**src/core/acc_regs.vh**
```
// Register offsets, field positions, reset values and counts of the converter control block
//
// Behaviour
// - Source codes 000/110/111 take external path; 001..101 pick internal signals in order.
// - Source code 100 routes the divided voltage chosen by the voltage-input field.
// - Reference 00 external pin, 01 and 11 supply, 10 internal amplifier output.
// - Converter clock is system clock divided by two to the clock select value.
// - Analog config bit 7 enables the gain amplifier.
// - Gain 00 gives sensor voltage with indication; 01/10/11 give fixed levels without.
// - Voltage input 00 floating, 01 supply, 10 battery pin, 11 not permitted.
// - Analog config bit 1 picks the temperature pairing, 1.6V or 3.0V.
// - Bit 0 powers the temperature sensor; software waits settling before use.
// - Start bit driven 0 then 1 then 0 launches one conversion.
// - Busy flag set while conversion runs, cleared when it finishes.
// - Completion sets the request flag; interrupt raised only when enabled.
// - Conversion is 4 sampling plus 12 converting clocks, busy throughout.
// - Justify bit 0: high holds D[11:4]; 1: high holds D[11:8].
`ifndef ACC_REGS_VH
`define ACC_REGS_VH

// Register offsets (byte addresses)
`define ACC_OFS_CTRL      8'h00
`define ACC_OFS_SRC       8'h04
`define ACC_OFS_ANA       8'h08
`define ACC_OFS_RES_HI    8'h0c
`define ACC_OFS_RES_LO    8'h10
`define ACC_OFS_IRQ_STAT  8'h14
`define ACC_OFS_IRQ_MASK  8'h18

// Reset values
`define ACC_RST_CTRL      8'h00
`define ACC_RST_SRC       8'h00
`define ACC_RST_ANA       8'h00

// Control register fields
`define ACC_CTRL_START    7
`define ACC_CTRL_BUSY     6
`define ACC_CTRL_ENABLE   5
`define ACC_CTRL_JUSTIFY  4
`define ACC_CTRL_CH_HI    3
`define ACC_CTRL_CH_LO    0

// Source/reference/clock register fields
`define ACC_SRC_IN_HI     7
`define ACC_SRC_IN_LO     5
`define ACC_SRC_REF_HI    4
`define ACC_SRC_REF_LO    3
`define ACC_SRC_CK_HI     2
`define ACC_SRC_CK_LO     0

// Analog config register fields
`define ACC_ANA_AMP_EN    7
`define ACC_ANA_GAIN_HI   6
`define ACC_ANA_GAIN_LO   5
`define ACC_ANA_RSVD      4
`define ACC_ANA_VIN_HI    3
`define ACC_ANA_VIN_LO    2
`define ACC_ANA_TPAIR     1
`define ACC_ANA_TEMP_SENSOR_ON      0

// Interrupt bit position
`define ACC_IRQ_DONE      0

// Conversion timing in converter clocks
`define ACC_SAMPLE_CLKS   5'd4
`define ACC_CONV_CLKS     5'd12
`define ACC_TOTAL_CLKS    5'd16

`endif

```
**src/core/acc_top.v**
```verilog
// Converter control: registers, source/reference routing, start and conversion sequencing
`timescale 1ns/100ps
`default_nettype none
`include "acc_regs.vh"

module acc_top (
   // Clock and reset
   input  wire        clk,
   input  wire        arst_n,
   // Register port
   input  wire [7:0]  reg_addr,
   input  wire [7:0]  reg_wdata,
   input  wire        reg_wr,
   input  wire        reg_rd,
   output reg  [7:0]  reg_rdata,
   // Converter core
   input  wire [11:0] conv_result,
   output reg         adc_power_on,
   output reg         conv_clk_tick,
   output reg         conv_sampling,
   output reg         conv_converting,
   output reg         conv_done,
   // Input source routing
   output reg         ext_path_sel,
   output reg  [3:0]  ext_channel_sel,
   output reg         sense_amp0_out_route,
   output reg         sense_amp1_out_route,
   output reg         ground_route,
   output reg         divided_route,
   output reg         amp_out_route,
   // Divided voltage source
   output reg         vdiv_supply_route,
   output reg         vdiv_battery_route,
   // Reference routing
   output reg         ref_pin_route,
   output reg         ref_supply_route,
   output reg         ref_amp_route,
   // Gain amplifier and temperature sensor
   output reg         gain_amp_enable,
   output reg  [1:0]  gain_level_sel,
   output reg         sensor_ref_indication,
   output reg         temp_pair_option,
   output reg         temp_sensor_on,
   // Interrupt
   output wire        irq
);

   // Software registers
   reg  [7:0]  ctrl_reg;
   reg  [7:0]  src_reg;
   reg  [7:0]  ana_reg;
   reg  [11:0] result_reg;
   reg         busy_reg;
   reg         start_armed_reg;
   reg  [4:0]  clk_cnt_reg;

   // Decoded fields
   wire [2:0]  input_source_sel;
   wire [1:0]  reference_sel;
   wire [2:0]  conv_clock_div_sel;
   wire [1:0]  voltage_input_sel;
   wire        result_justify_sel;
   wire        adcen;

   // Strobes
   wire        wr_ctrl;
   wire        wr_src;
   wire        wr_ana;
   wire        wr_stat;
   wire        wr_mask;
   wire        start_fall;
   wire        launch;
   wire        tick;
   wire        finish;
   wire        stat_q;
   wire        mask_q;

   // Read mux and routing decode
   reg  [7:0]  rd_next;
   reg  [5:0]  src_route_next;
   reg  [1:0]  vdiv_route_next;
   reg  [2:0]  ref_route_next;

   assign input_source_sel   = src_reg[`ACC_SRC_IN_HI:`ACC_SRC_IN_LO];
   assign reference_sel      = src_reg[`ACC_SRC_REF_HI:`ACC_SRC_REF_LO];
   assign conv_clock_div_sel = src_reg[`ACC_SRC_CK_HI:`ACC_SRC_CK_LO];
   assign voltage_input_sel  = ana_reg[`ACC_ANA_VIN_HI:`ACC_ANA_VIN_LO];
   assign result_justify_sel = ctrl_reg[`ACC_CTRL_JUSTIFY];
   assign adcen              = ctrl_reg[`ACC_CTRL_ENABLE];

   assign wr_ctrl = reg_wr && (reg_addr == `ACC_OFS_CTRL);
   assign wr_src  = reg_wr && (reg_addr == `ACC_OFS_SRC);
   assign wr_ana  = reg_wr && (reg_addr == `ACC_OFS_ANA);
   assign wr_stat = reg_wr && (reg_addr == `ACC_OFS_IRQ_STAT);
   assign wr_mask = reg_wr && (reg_addr == `ACC_OFS_IRQ_MASK);

   // Start launches on the write that brings an armed start bit back to zero
   assign start_fall = wr_ctrl && start_armed_reg && !reg_wdata[`ACC_CTRL_START];
   // Ignored while busy or while the converter is powered down
   assign launch     = start_fall && !busy_reg && adcen;
   assign finish     = busy_reg && tick && (clk_cnt_reg == `ACC_TOTAL_CLKS - 5'd1);

   // Source decode: one route per internal code, external path for 000, 110 and 111
   always @* begin
      src_route_next = 6'h00;
      case (input_source_sel)
         3'h1:    src_route_next = 6'h01;
         3'h2:    src_route_next = 6'h02;
         3'h3:    src_route_next = 6'h04;
         3'h4:    src_route_next = 6'h08;
         3'h5:    src_route_next = 6'h10;
         default: src_route_next = 6'h20;
      endcase
   end

   // Divided source decode; code 11 is not a legal setting and routes nothing
   always @* begin
      vdiv_route_next = 2'h0;
      case (voltage_input_sel)
         2'h1:    vdiv_route_next = 2'h1;
         2'h2:    vdiv_route_next = 2'h2;
         default: vdiv_route_next = 2'h0;
      endcase
   end

   // Reference decode; both supply codes share one route
   always @* begin
      ref_route_next = 3'h0;
      case (reference_sel)
         2'h0:    ref_route_next = 3'h1;
         2'h2:    ref_route_next = 3'h4;
         default: ref_route_next = 3'h2;
      endcase
   end

   // Configuration registers; reserved bit is stored as written and steers nothing
   always @(posedge clk or negedge arst_n) begin
      if (!arst_n) begin
         ctrl_reg <= `ACC_RST_CTRL;
         src_reg  <= `ACC_RST_SRC;
         ana_reg  <= `ACC_RST_ANA;
      end else begin
         if (wr_ctrl)
            ctrl_reg <= reg_wdata;
         if (wr_src)
            src_reg <= reg_wdata;
         if (wr_ana)
            ana_reg <= reg_wdata;
      end
   end

   // Start arming: remembers a zero-to-one write of the start bit
   always @(posedge clk or negedge arst_n) begin
      if (!arst_n) begin
         start_armed_reg <= 1'b0;
      end else if (wr_ctrl) begin
         start_armed_reg <= reg_wdata[`ACC_CTRL_START] &&
                            (start_armed_reg || !ctrl_reg[`ACC_CTRL_START]);
      end
   end

   // Converter clock enable, running only during a conversion
   acc_clkdiv u_clkdiv (
      .clk     (clk),
      .arst_n  (arst_n),
      .run     (busy_reg),
      .div_sel (conv_clock_div_sel),
      .tick    (tick)
   );

   // Conversion sequencer: busy from launch until the sixteenth converter clock
   always @(posedge clk or negedge arst_n) begin
      if (!arst_n) begin
         busy_reg    <= 1'b0;
         clk_cnt_reg <= 5'd0;
         result_reg  <= 12'h000;
      end else if (launch) begin
         busy_reg    <= 1'b1;
         clk_cnt_reg <= 5'd0;
      end else if (finish) begin
         busy_reg    <= 1'b0;
         clk_cnt_reg <= 5'd0;
         result_reg  <= conv_result;
      end else if (busy_reg && !adcen) begin
         // Powering down aborts the conversion without a completion event
         busy_reg    <= 1'b0;
         clk_cnt_reg <= 5'd0;
      end else if (busy_reg && tick) begin
         clk_cnt_reg <= clk_cnt_reg + 5'd1;
      end
   end

   // Core handshake outputs, registered
   always @(posedge clk or negedge arst_n) begin
      if (!arst_n) begin
         adc_power_on    <= 1'b0;
         conv_clk_tick   <= 1'b0;
         conv_sampling   <= 1'b0;
         conv_converting <= 1'b0;
         conv_done       <= 1'b0;
      end else begin
         adc_power_on    <= adcen;
         conv_clk_tick   <= tick && busy_reg;
         conv_sampling   <= busy_reg && (clk_cnt_reg < `ACC_SAMPLE_CLKS);
         conv_converting <= busy_reg && (clk_cnt_reg >= `ACC_SAMPLE_CLKS);
         conv_done       <= finish;
      end
   end

   // Input source, divided source and reference routing, registered
   always @(posedge clk or negedge arst_n) begin
      if (!arst_n) begin
         ext_path_sel         <= 1'b0;
         ext_channel_sel      <= 4'h0;
         sense_amp0_out_route <= 1'b0;
         sense_amp1_out_route <= 1'b0;
         ground_route         <= 1'b0;
         divided_route        <= 1'b0;
         amp_out_route        <= 1'b0;
         vdiv_supply_route    <= 1'b0;
         vdiv_battery_route   <= 1'b0;
         ref_pin_route        <= 1'b0;
         ref_supply_route     <= 1'b0;
         ref_amp_route        <= 1'b0;
      end else begin
         ext_path_sel         <= src_route_next[5];
         // Channel field passed through; parking it is left to software
         ext_channel_sel      <= ctrl_reg[`ACC_CTRL_CH_HI:`ACC_CTRL_CH_LO];
         sense_amp0_out_route <= src_route_next[0];
         sense_amp1_out_route <= src_route_next[1];
         ground_route         <= src_route_next[2];
         divided_route        <= src_route_next[3];
         amp_out_route        <= src_route_next[4];
         // Divider feeds the converter only under source code 100
         vdiv_supply_route    <= src_route_next[3] && vdiv_route_next[0];
         vdiv_battery_route   <= src_route_next[3] && vdiv_route_next[1];
         ref_pin_route        <= ref_route_next[0];
         ref_supply_route     <= ref_route_next[1];
         ref_amp_route        <= ref_route_next[2];
      end
   end

   // Gain amplifier and temperature sensor controls, registered
   always @(posedge clk or negedge arst_n) begin
      if (!arst_n) begin
         gain_amp_enable       <= 1'b0;
         gain_level_sel        <= 2'h0;
         sensor_ref_indication <= 1'b0;
         temp_pair_option      <= 1'b0;
         temp_sensor_on        <= 1'b0;
      end else begin
         gain_amp_enable       <= ana_reg[`ACC_ANA_AMP_EN];
         // Bandgap readiness for levels 01..11 is software's duty
         gain_level_sel        <= ana_reg[`ACC_ANA_GAIN_HI:`ACC_ANA_GAIN_LO];
         sensor_ref_indication <= (ana_reg[`ACC_ANA_GAIN_HI:`ACC_ANA_GAIN_LO] == 2'h0);
         temp_pair_option      <= ana_reg[`ACC_ANA_TPAIR];
         // Settling wait after power-up is timed by software
         temp_sensor_on        <= ana_reg[`ACC_ANA_TEMP_SENSOR_ON];
      end
   end

   // Completion interrupt
   acc_irq u_irq (
      .clk      (clk),
      .arst_n   (arst_n),
      .evt      (finish),
      .stat_wr  (wr_stat),
      .mask_wr  (wr_mask),
      .wbit     (reg_wdata[`ACC_IRQ_DONE]),
      .stat_reg (stat_q),
      .mask_reg (mask_q),
      .irq      (irq)
   );

   // Read mux; busy reads live, unmapped addresses read zero
   always @* begin
      rd_next = 8'h00;
      case (reg_addr)
         `ACC_OFS_CTRL: begin
            rd_next = ctrl_reg;
            rd_next[`ACC_CTRL_BUSY] = busy_reg;
         end
         `ACC_OFS_SRC:      rd_next = src_reg;
         `ACC_OFS_ANA:      rd_next = ana_reg;
         `ACC_OFS_RES_HI:   rd_next = result_justify_sel ? {4'h0, result_reg[11:8]}
                                                         : result_reg[11:4];
         `ACC_OFS_RES_LO:   rd_next = result_justify_sel ? result_reg[7:0]
                                                         : {result_reg[3:0], 4'h0};
         `ACC_OFS_IRQ_STAT: rd_next = {7'h00, stat_q};
         `ACC_OFS_IRQ_MASK: rd_next = {7'h00, mask_q};
         default:           rd_next = 8'h00;
      endcase
   end

   // Read data valid the cycle after the strobe only
   always @(posedge clk or negedge arst_n) begin
      if (!arst_n)
         reg_rdata <= 8'h00;
      else if (reg_rd)
         reg_rdata <= rd_next;
      else
         reg_rdata <= 8'h00;
   end

endmodule // acc_top

`default_nettype wire

```
**src/core/acc_clkdiv.v**
```verilog
// Converter clock divider: one-cycle enable pulse at system clock over two to the select
`timescale 1ns/100ps
`default_nettype none

module acc_clkdiv (
   // Clock and reset
   input  wire       clk,
   input  wire       arst_n,
   // Control
   input  wire       run,
   input  wire [2:0] div_sel,
   // Enable pulse
   output reg        tick
);

   reg  [6:0] cnt_reg;
   wire [6:0] limit;

   // Terminal count is two to the select minus one
   assign limit = ~(7'h7f << div_sel);

   // Restarted by run so the first tick of a conversion is one full period away
   always @(posedge clk or negedge arst_n) begin
      if (!arst_n) begin
         cnt_reg <= 7'h00;
         tick    <= 1'b0;
      end else if (!run) begin
         cnt_reg <= 7'h00;
         tick    <= 1'b0;
      end else if (cnt_reg == limit) begin
         cnt_reg <= 7'h00;
         tick    <= 1'b1;
      end else begin
         cnt_reg <= cnt_reg + 7'h01;
         tick    <= 1'b0;
      end
   end

endmodule // acc_clkdiv

`default_nettype wire

```
**src/core/acc_irq.v**
```verilog
// Sticky completion status, mask and level interrupt output
`timescale 1ns/100ps
`default_nettype none

module acc_irq (
   // Clock and reset
   input  wire clk,
   input  wire arst_n,
   // Event and software access
   input  wire evt,
   input  wire stat_wr,
   input  wire mask_wr,
   input  wire wbit,
   // State
   output reg  stat_reg,
   output reg  mask_reg,
   output reg  irq
);

   wire stat_next;

   // Write one clears; a same-cycle event wins over the clear
   assign stat_next = evt | (stat_reg & ~(stat_wr & wbit));

   // Status, mask and registered interrupt level
   always @(posedge clk or negedge arst_n) begin
      if (!arst_n) begin
         stat_reg <= 1'b0;
         mask_reg <= 1'b0;
         irq      <= 1'b0;
      end else begin
         stat_reg <= stat_next;
         if (mask_wr)
            mask_reg <= wbit;
         irq <= stat_next & (mask_wr ? wbit : mask_reg);
      end
   end

endmodule // acc_irq

`default_nettype wire

```
**config.mk**
```make
export PLATFORM = sky130hd
export DESIGN_NAME = acc_top
export DESIGN_NICKNAME = d
export VERILOG_FILES = /design/src/core/acc_top.v /design/src/core/acc_clkdiv.v /design/src/core/acc_irq.v
export VERILOG_INCLUDE_DIRS = /design/src /design/src/core
export SDC_FILE = /design/constraint.sdc
export NUM_CORES = 1
export LEC_CHECK = 0
export ABC_CLOCK_PERIOD_IN_PS = 3870
export BUFFER_PORTS_ARGS = -buffer_cell sky130_fd_sc_hd__buf_2
export CAP_MARGIN = 15
export CELL_PAD_IN_SITES_DETAIL_PLACEMENT = 0
export CELL_PAD_IN_SITES_GLOBAL_PLACEMENT = 1
export CORE_MARGIN = 2
export CORE_UTILIZATION = 48
export CTS_BUF_LIST = sky130_fd_sc_hd__clkbuf_4 sky130_fd_sc_hd__clkbuf_8 sky130_fd_sc_hd__clkbuf_16
export CTS_CLUSTER_DIAMETER = 200
export DETAILED_ROUTE_END_ITERATION = 8
export GPL_ROUTABILITY_DRIVEN = 0
export GPL_TIMING_DRIVEN = 0
export PLACE_DENSITY_LB_ADDON = 0.1
export RECOVER_POWER = 50
export SLEW_MARGIN = 20
export SYNTH_ARGS = -nofsm -noshare
export SYNTH_HDL_FRONTEND = slang
export SYNTH_SLANG_ARGS = --single-unit
```
**constraint.sdc**
```tcl
create_clock -name clk -period 3.87 [get_ports clk]
set_input_delay 0 -clock clk [delete_from_list [all_inputs] [get_ports clk]]
set_output_delay 0 -clock clk [all_outputs]
set_load 0.05 [all_outputs]
```
== Yosys cells after proc, flatten, opt, wreduce, memory -nomap -nowiden ==
Cells that the tools add are included.

* Register bits after elaboration: 88
* Bits in latches: 0
* Bits in writable memories: 0
* Memory bits (read-only): 0
* Input bits: 32
* Memories kept: 0

* Add/sub/neg operators: 2
* $mul: 0
* Divide/modulo/power cells: 0
* Magnitude comparators: 2
* Equal/unequal tests: 16
* Shifts and indexed selects: 1
* Muxes and demuxes: 19
* Bitwise gates (word level): 7
* Reductions and logical operators: 28

{| class="wikitable"
|+ Operators by type and width
! operator !! number
|-
| 8-bit one-hot mux with 7 select lines || 1
|-
| 6-bit one-hot mux with 5 select lines || 1
|-
| 8-bit by 5-bit equality test with 1-bit output, second input constant || 3
|-
| 8-bit two-way mux || 3
|-
| 5-bit two-way mux || 4
|-
| 1-bit logical AND || 17
|-
| 8-bit by 4-bit equality test with 1-bit output, second input constant || 2
|-
| 7-bit two-way mux || 2
|-
| 8-bit by 3-bit equality test with 1-bit output, second input constant || 1
|-
| 8-bit logical NOT || 1
|-
| 7-bit by 1-bit adder with 7-bit output, second input constant || 1
|-
| 7-bit equality test || 1
|-
| 7-bit inverter || 1
|-
| 7-bit by 3-bit << shifter with 7-bit output, first input constant || 1
|-
| 3-bit by 2-bit equality test with 1-bit output, second input constant || 2
|-
| 3-bit equality test, second input constant || 2
|-
| 1-bit two-way mux || 6
|-
| 3-bit one-hot mux with 2 select lines || 1
|-
| 5-bit by 1-bit adder with 5-bit output, second input constant || 1
|-
| 5-bit by 4-bit equality test with 1-bit output, second input constant || 1
|-
| 5-bit by 3-bit greater-or-equal comparator with 1-bit output, second input constant || 1
|-
| 5-bit by 3-bit less-than comparator with 1-bit output, second input constant || 1
|-
| 2-bit equality test, second input constant || 2
|-
| 1-bit logical NOT || 4
|-
| other kinds (11) || 15
|}

== Logic depth before layout (Yosys ltp) ==
* Word-level depth: 8
* Mapped depth: 7
* Depth with buffers taken out: 6

== Cells and area by module ==
From an unflattened synthesis, not the netlist that was laid out.

* Cells, all modules: 311
* Area, all modules: 3,918.8 sq um

{| class="wikitable"
|+ Modules (own cells, without submodules)
! module !! times used !! cells each !! area each (sq um) !! sequential area each (sq um)
|-
| acc_top || 1 || 247 || 3,270.6 || 1,901.8
|-
| acc_clkdiv || 1 || 57 || 536.8 || 200.2
|-
| acc_irq || 1 || 7 || 111.4 || 75.1
|}

== Worst setup path after synthesis ==
No wires, ideal clock.

* Kind: reg2reg
* Start point: register clk_cnt_reg[0]
* End point: register result_reg[10]
* Arrival: 1,681 ps
* Required time: 3,745 ps
* Setup slack: 2,064 ps
* Stages on the path, launching flop included: 7
* Path buffers: 1
* Clock period less this slack: 1,806 ps
* Path through: dfrtp_1 > ha_1 > and3_1 > ha_1 > nand2_1 > buf_2 > mux2_2

* Cells in the longest elaborated chain, start to end: 3

{| class="wikitable"
|+ RTL lines
! element !! RTL line !! source
|-
| start, declared || acc_top.v:55 || <nowiki>reg [4:0] clk_cnt_reg;</nowiki>
|-
| start signal, assigned || acc_top.v:189 || <nowiki>clk_cnt_reg <= clk_cnt_reg + 5'd1;</nowiki>
|-
| 5-bit by 4-bit equality test with 1-bit output || acc_top.v:101 || <nowiki>assign finish = busy_reg && tick && (clk_cnt_reg == `ACC_TOTAL_CLKS - 5'd1);</nowiki>
|-
| 1-bit logical AND || acc_top.v:101 ||
|-
| 2-bit AND reduction (no source line) || n/a ||
|-
| end signal, assigned || acc_top.v:183 || <nowiki>result_reg <= conv_result;</nowiki>
|-
| end, declared || acc_top.v:52 || <nowiki>reg [11:0] result_reg;</nowiki>
|}

No other way between the ends.
A chain may end at the register's enable or synchronous reset.

==> results summary <==
The flow ran to the end, but the final reports show violations. The checks that failed: max-capacitance violations, max-slew violations. The arrival time at the worst endpoint came out at 2.17 ns. The placeable core area came out at 0.00777 mm^2. The area added between synthesis and finish is 22.8%. In this run the register-to-register setup slack is roughly 1.8 ns.

The root buffer cell chosen for the clock tree is sky130_fd_sc_hd__clkbuf_8. The fraction of layout cells with a size suffix above 1 came out at a little over a third. The via density per instance came out at 5.23. The wire length after detailed routing is 8300 um.

The number of enable flip-flop cells after synthesis is 0. The worst register-to-register path begins at clk_cnt_reg[0]$_DFFE_PN0P_. Measured against its own limit, the worst slew margin works out to -52.3%. The total power is 0.00172 W. The half-perimeter wire length after detailed placement is 5960 um.

The number of maximum-capacitance constraint violations is 1. The critical path depth in cells came out at 2. The area of the die came out at about 0.0088 mm^2. After synthesis, the largest family of logic cells by area is multiplexers. The number of antenna cells inserted is 0.

Setup repair after global routing left no endpoint under its margin. The origin of the worst min-delay path is reg_addr[6]. The final number of max-transition violations came to 43. The critical path is of the input port to async pin type. In this design, the stage delay of the slowest critical-path cell is 1.62 ns. The leakage power came out at between 2 and 2.5 nW. The post-layout minimum cycle time came out at ~2.2 ns. The number of endpoints with negative hold slack in the final report is 0. The effective utilization at floorplan is 49.7%. After clock tree synthesis, the clock-pin slew on the worst setup and hold paths is 0.09 ns. In this run the critical register-to-register path is captured at result_reg[6]$_DFFE_PN0P_. The worst IR drop on VDD is 0.214 mV. The placement row count came out at 32. The worst-case hold slack came out at 0.0146 ns.

The post-CTS repair timing setup buffer count is 0. The post-synthesis instance area came out at ~0.0039 mm^2. The highest net fanout along the worst path came out at 43. The total iterations of the first detailed-routing run is 4.

The count of nets after finishing came out at 437. The clock insertion delay at the later pin of the skew report is 0.35 ns. Leaving out fill and tap cells, the most frequent cells in the layout are sky130_fd_sc_hd__dfrtp_1, sky130_fd_sc_hd__buf_2, sky130_fd_sc_hd__mux2_2. The power density normalized to cell area is 363 mW/mm^2.

The number of sinks driven by the clock tree is 87. After synthesis, flip-flops and latches occupy about 56% of the total area. The most common cell after layout, fill and taps aside is sky130_fd_sc_hd__dfrtp_1.

The worst setup path is captured at an async pin. The worst reg2reg path depth came out at 6. The hold path depth came out at 4. For this run the aggregate overflow at the end of global routing stands at 0.

In this run the cell area measured after placement is 0.00435 mm^2. The clock passes through at most 2 buffers. The aggregate negative setup slack is 0 ns. In this run the number of H-tree levels came out at 3. The count of port buffers added during placement is 65.

The die height came out at 93.7 um. The synthesized-area fraction occupied by and/or/nand/nor cells came out at 13.8%. The net count of the mapped netlist is 337. The mean cell area of the mapped netlist is 12.8 um^2.

The first-pass GRT wire length is 13700 um. The via count came out at 2655. The global router's overall resource usage came out at 20.7%. The initial antenna violation count came out at 0. Static timing analysis puts the maximum clock frequency at between 400 and 500 MHz.

Once detail routing completed, the nets flagged for antenna violations numbered 0. The required time at the endpoint of the critical path came out at 3.87 ns. The area of all placed cells without fillers is 0.00474 mm^2. The synthesized netlist cell count is 301. The final-report setup violation count came out at 0. At the pin with the least slew margin, the transition time is 2.28 ns. The final critical-path share of the clock period is 56.1%. The startpoint type of the worst setup path is an input port. The number of CTS-inserted buffers came out at 9. The multiplexer share of the synthesized area is 15.9%. The post-synthesis async set-or-reset flop share is 100%. The flip-flop count of the largest register after layout came out at 12.

Entering global routing, the biggest net connects 46 pins. For this run, the number of Yosys warnings is 0. The TritonCTS clock tree is done. Traced cell by cell, the critical path runs through dlygate4sd3_1, clkbuf_1. For this design, the slowest cell found on the critical path is sky130_fd_sc_hd__clkbuf_1. The post-synthesis compound-gate area fraction is 7.42%.

The most used flip-flop cell after synthesis is sky130_fd_sc_hd__dfrtp_1. The kind of path behind the tightest hold check is input port to flop. The worst hold path terminates at reg_rdata[6]$_DFF_PN0_. After Yosys synthesis, XOR and XNOR cells account for 2.27% of the synthesized area. Prior to clock tree synthesis, the placed netlist has a worst setup slack of 1.84 ns.

The number of DRC markers after the initial detailed-route iteration came out at 101. The via count of the first global-routing pass came out at 2691. The post-route worst setup slack is 1.70 ns. After detailed routing, the number of remaining DRC violations is 0. The number of flip-flops and latches in the synthesized netlist came out at 87. The I/O pin count is 67. The family with the most delay on the worst path is buffers and inverters. The clock skew is 0.00857 ns. The die is around 94 um wide. In the final routed layout, each cell accounts on average for 16.3 um.

The number of library cell types mapped by synthesis came out at 52. Of the total synthesized cell area, the portion taken by full adders, half adders and majority gates is between 1 and 1.5%. The sum of buffers and inverters on the critical path came out at 2.
==> metal layers <==
metal,wire length (um),track usage [%],vias up
met5,0,0,-
met4,78,5.19,0
met3,397,4.09,9
met2,3950,32.6,60
met1,3880,29.6,1303
li1,-,-,1283
==> worst max-delay path by stage <==
stage | startpoint | endpoint | slack [ns]
global placement | clk_cnt_reg[0]$_DFFE_PN0P_ | result_reg[11]$_DFFE_PN0P_ | 1.85
finish | arst_n | u_clkdiv.cnt_reg[4]$_DFF_PN0_ | 1.70
detailed placement | clk_cnt_reg[0]$_DFFE_PN0P_ | result_reg[6]$_DFFE_PN0P_ | 1.84
CTS | clk_cnt_reg[0]$_DFFE_PN0P_ | result_reg[6]$_DFFE_PN0P_ | 1.81
floorplan | clk_cnt_reg[0]$_DFFE_PN0P_ | result_reg[10]$_DFFE_PN0P_ | 2.06
global route | arst_n | u_clkdiv.cnt_reg[5]$_DFF_PN0_ | 1.16
==> power by group <==
part	leakage, nW	internal [W]	switching (W)
registers	1.16	0.000938	0.0000211
clock network	0.0935	0.000234	0.000329
logic	1.05	0.0000810	0.000116
==> repair_timing <==
action | in CTS | in global routing
hold endpoints to repair | 87 | 0
hold buffers | 23 | 0
resized for setup | 0 | 0
endpoints found under the setup margin | 0 | 0
==> Yosys cell counts, drive strengths merged (5+ instances only) <==
cell type,instances,area share (%)
nand3,9,1.2
inv,8,0.78
nor2b,7,1.1
a21oi,5,0.65
nor2,15,1.5
buf,11,1.9
nor3,12,1.6
xnor2,5,1.1
nor3b,6,1.2
o21ai,5,0.65
mux2,42,12
nand2,15,1.5
dfrtp,87,56
mux2i,7,1.8
and2,6,1.0
xor2,5,1.1
==> metrics by stage <==
stage,util [%],cells
floorplan,-,301
global placement,55.6,468
detailed placement,55.9,469
CTS,61.1,508
global route,61.1,508
finish,61.1,508
==> layout make-up <==
| type | count | area, um^2 |
|---|---|---|
| plain buffers | 14 | 83.8 |
| flip-flops and latches | 87 | 2180 |
| well taps | 102 | 128 |
| clock inverters | 7 | 46.3 |
| inverters | 8 | 30.0 |
| repair buffers | 89 | 582 |
| clock buffers | 9 | 124 |
| multi-input cells | 192 | 1570 |
| fillers | 665 | 3030 |
==> logic make-up (layout without fill, tap and decap cells) <==
kind of cell / after synthesis / in the layout
AOI/OAI and AO/OA: 34 / 34
muxes: 52 / 52
adders and majority gates: 4 / 4
xor gates and xnor gates: 10 / 10
and+or+nand+nor: 92 / 92
DFF: 87 / 87
buffers and inverters: 22 / 127
Power figures use the tool's default switching activity.
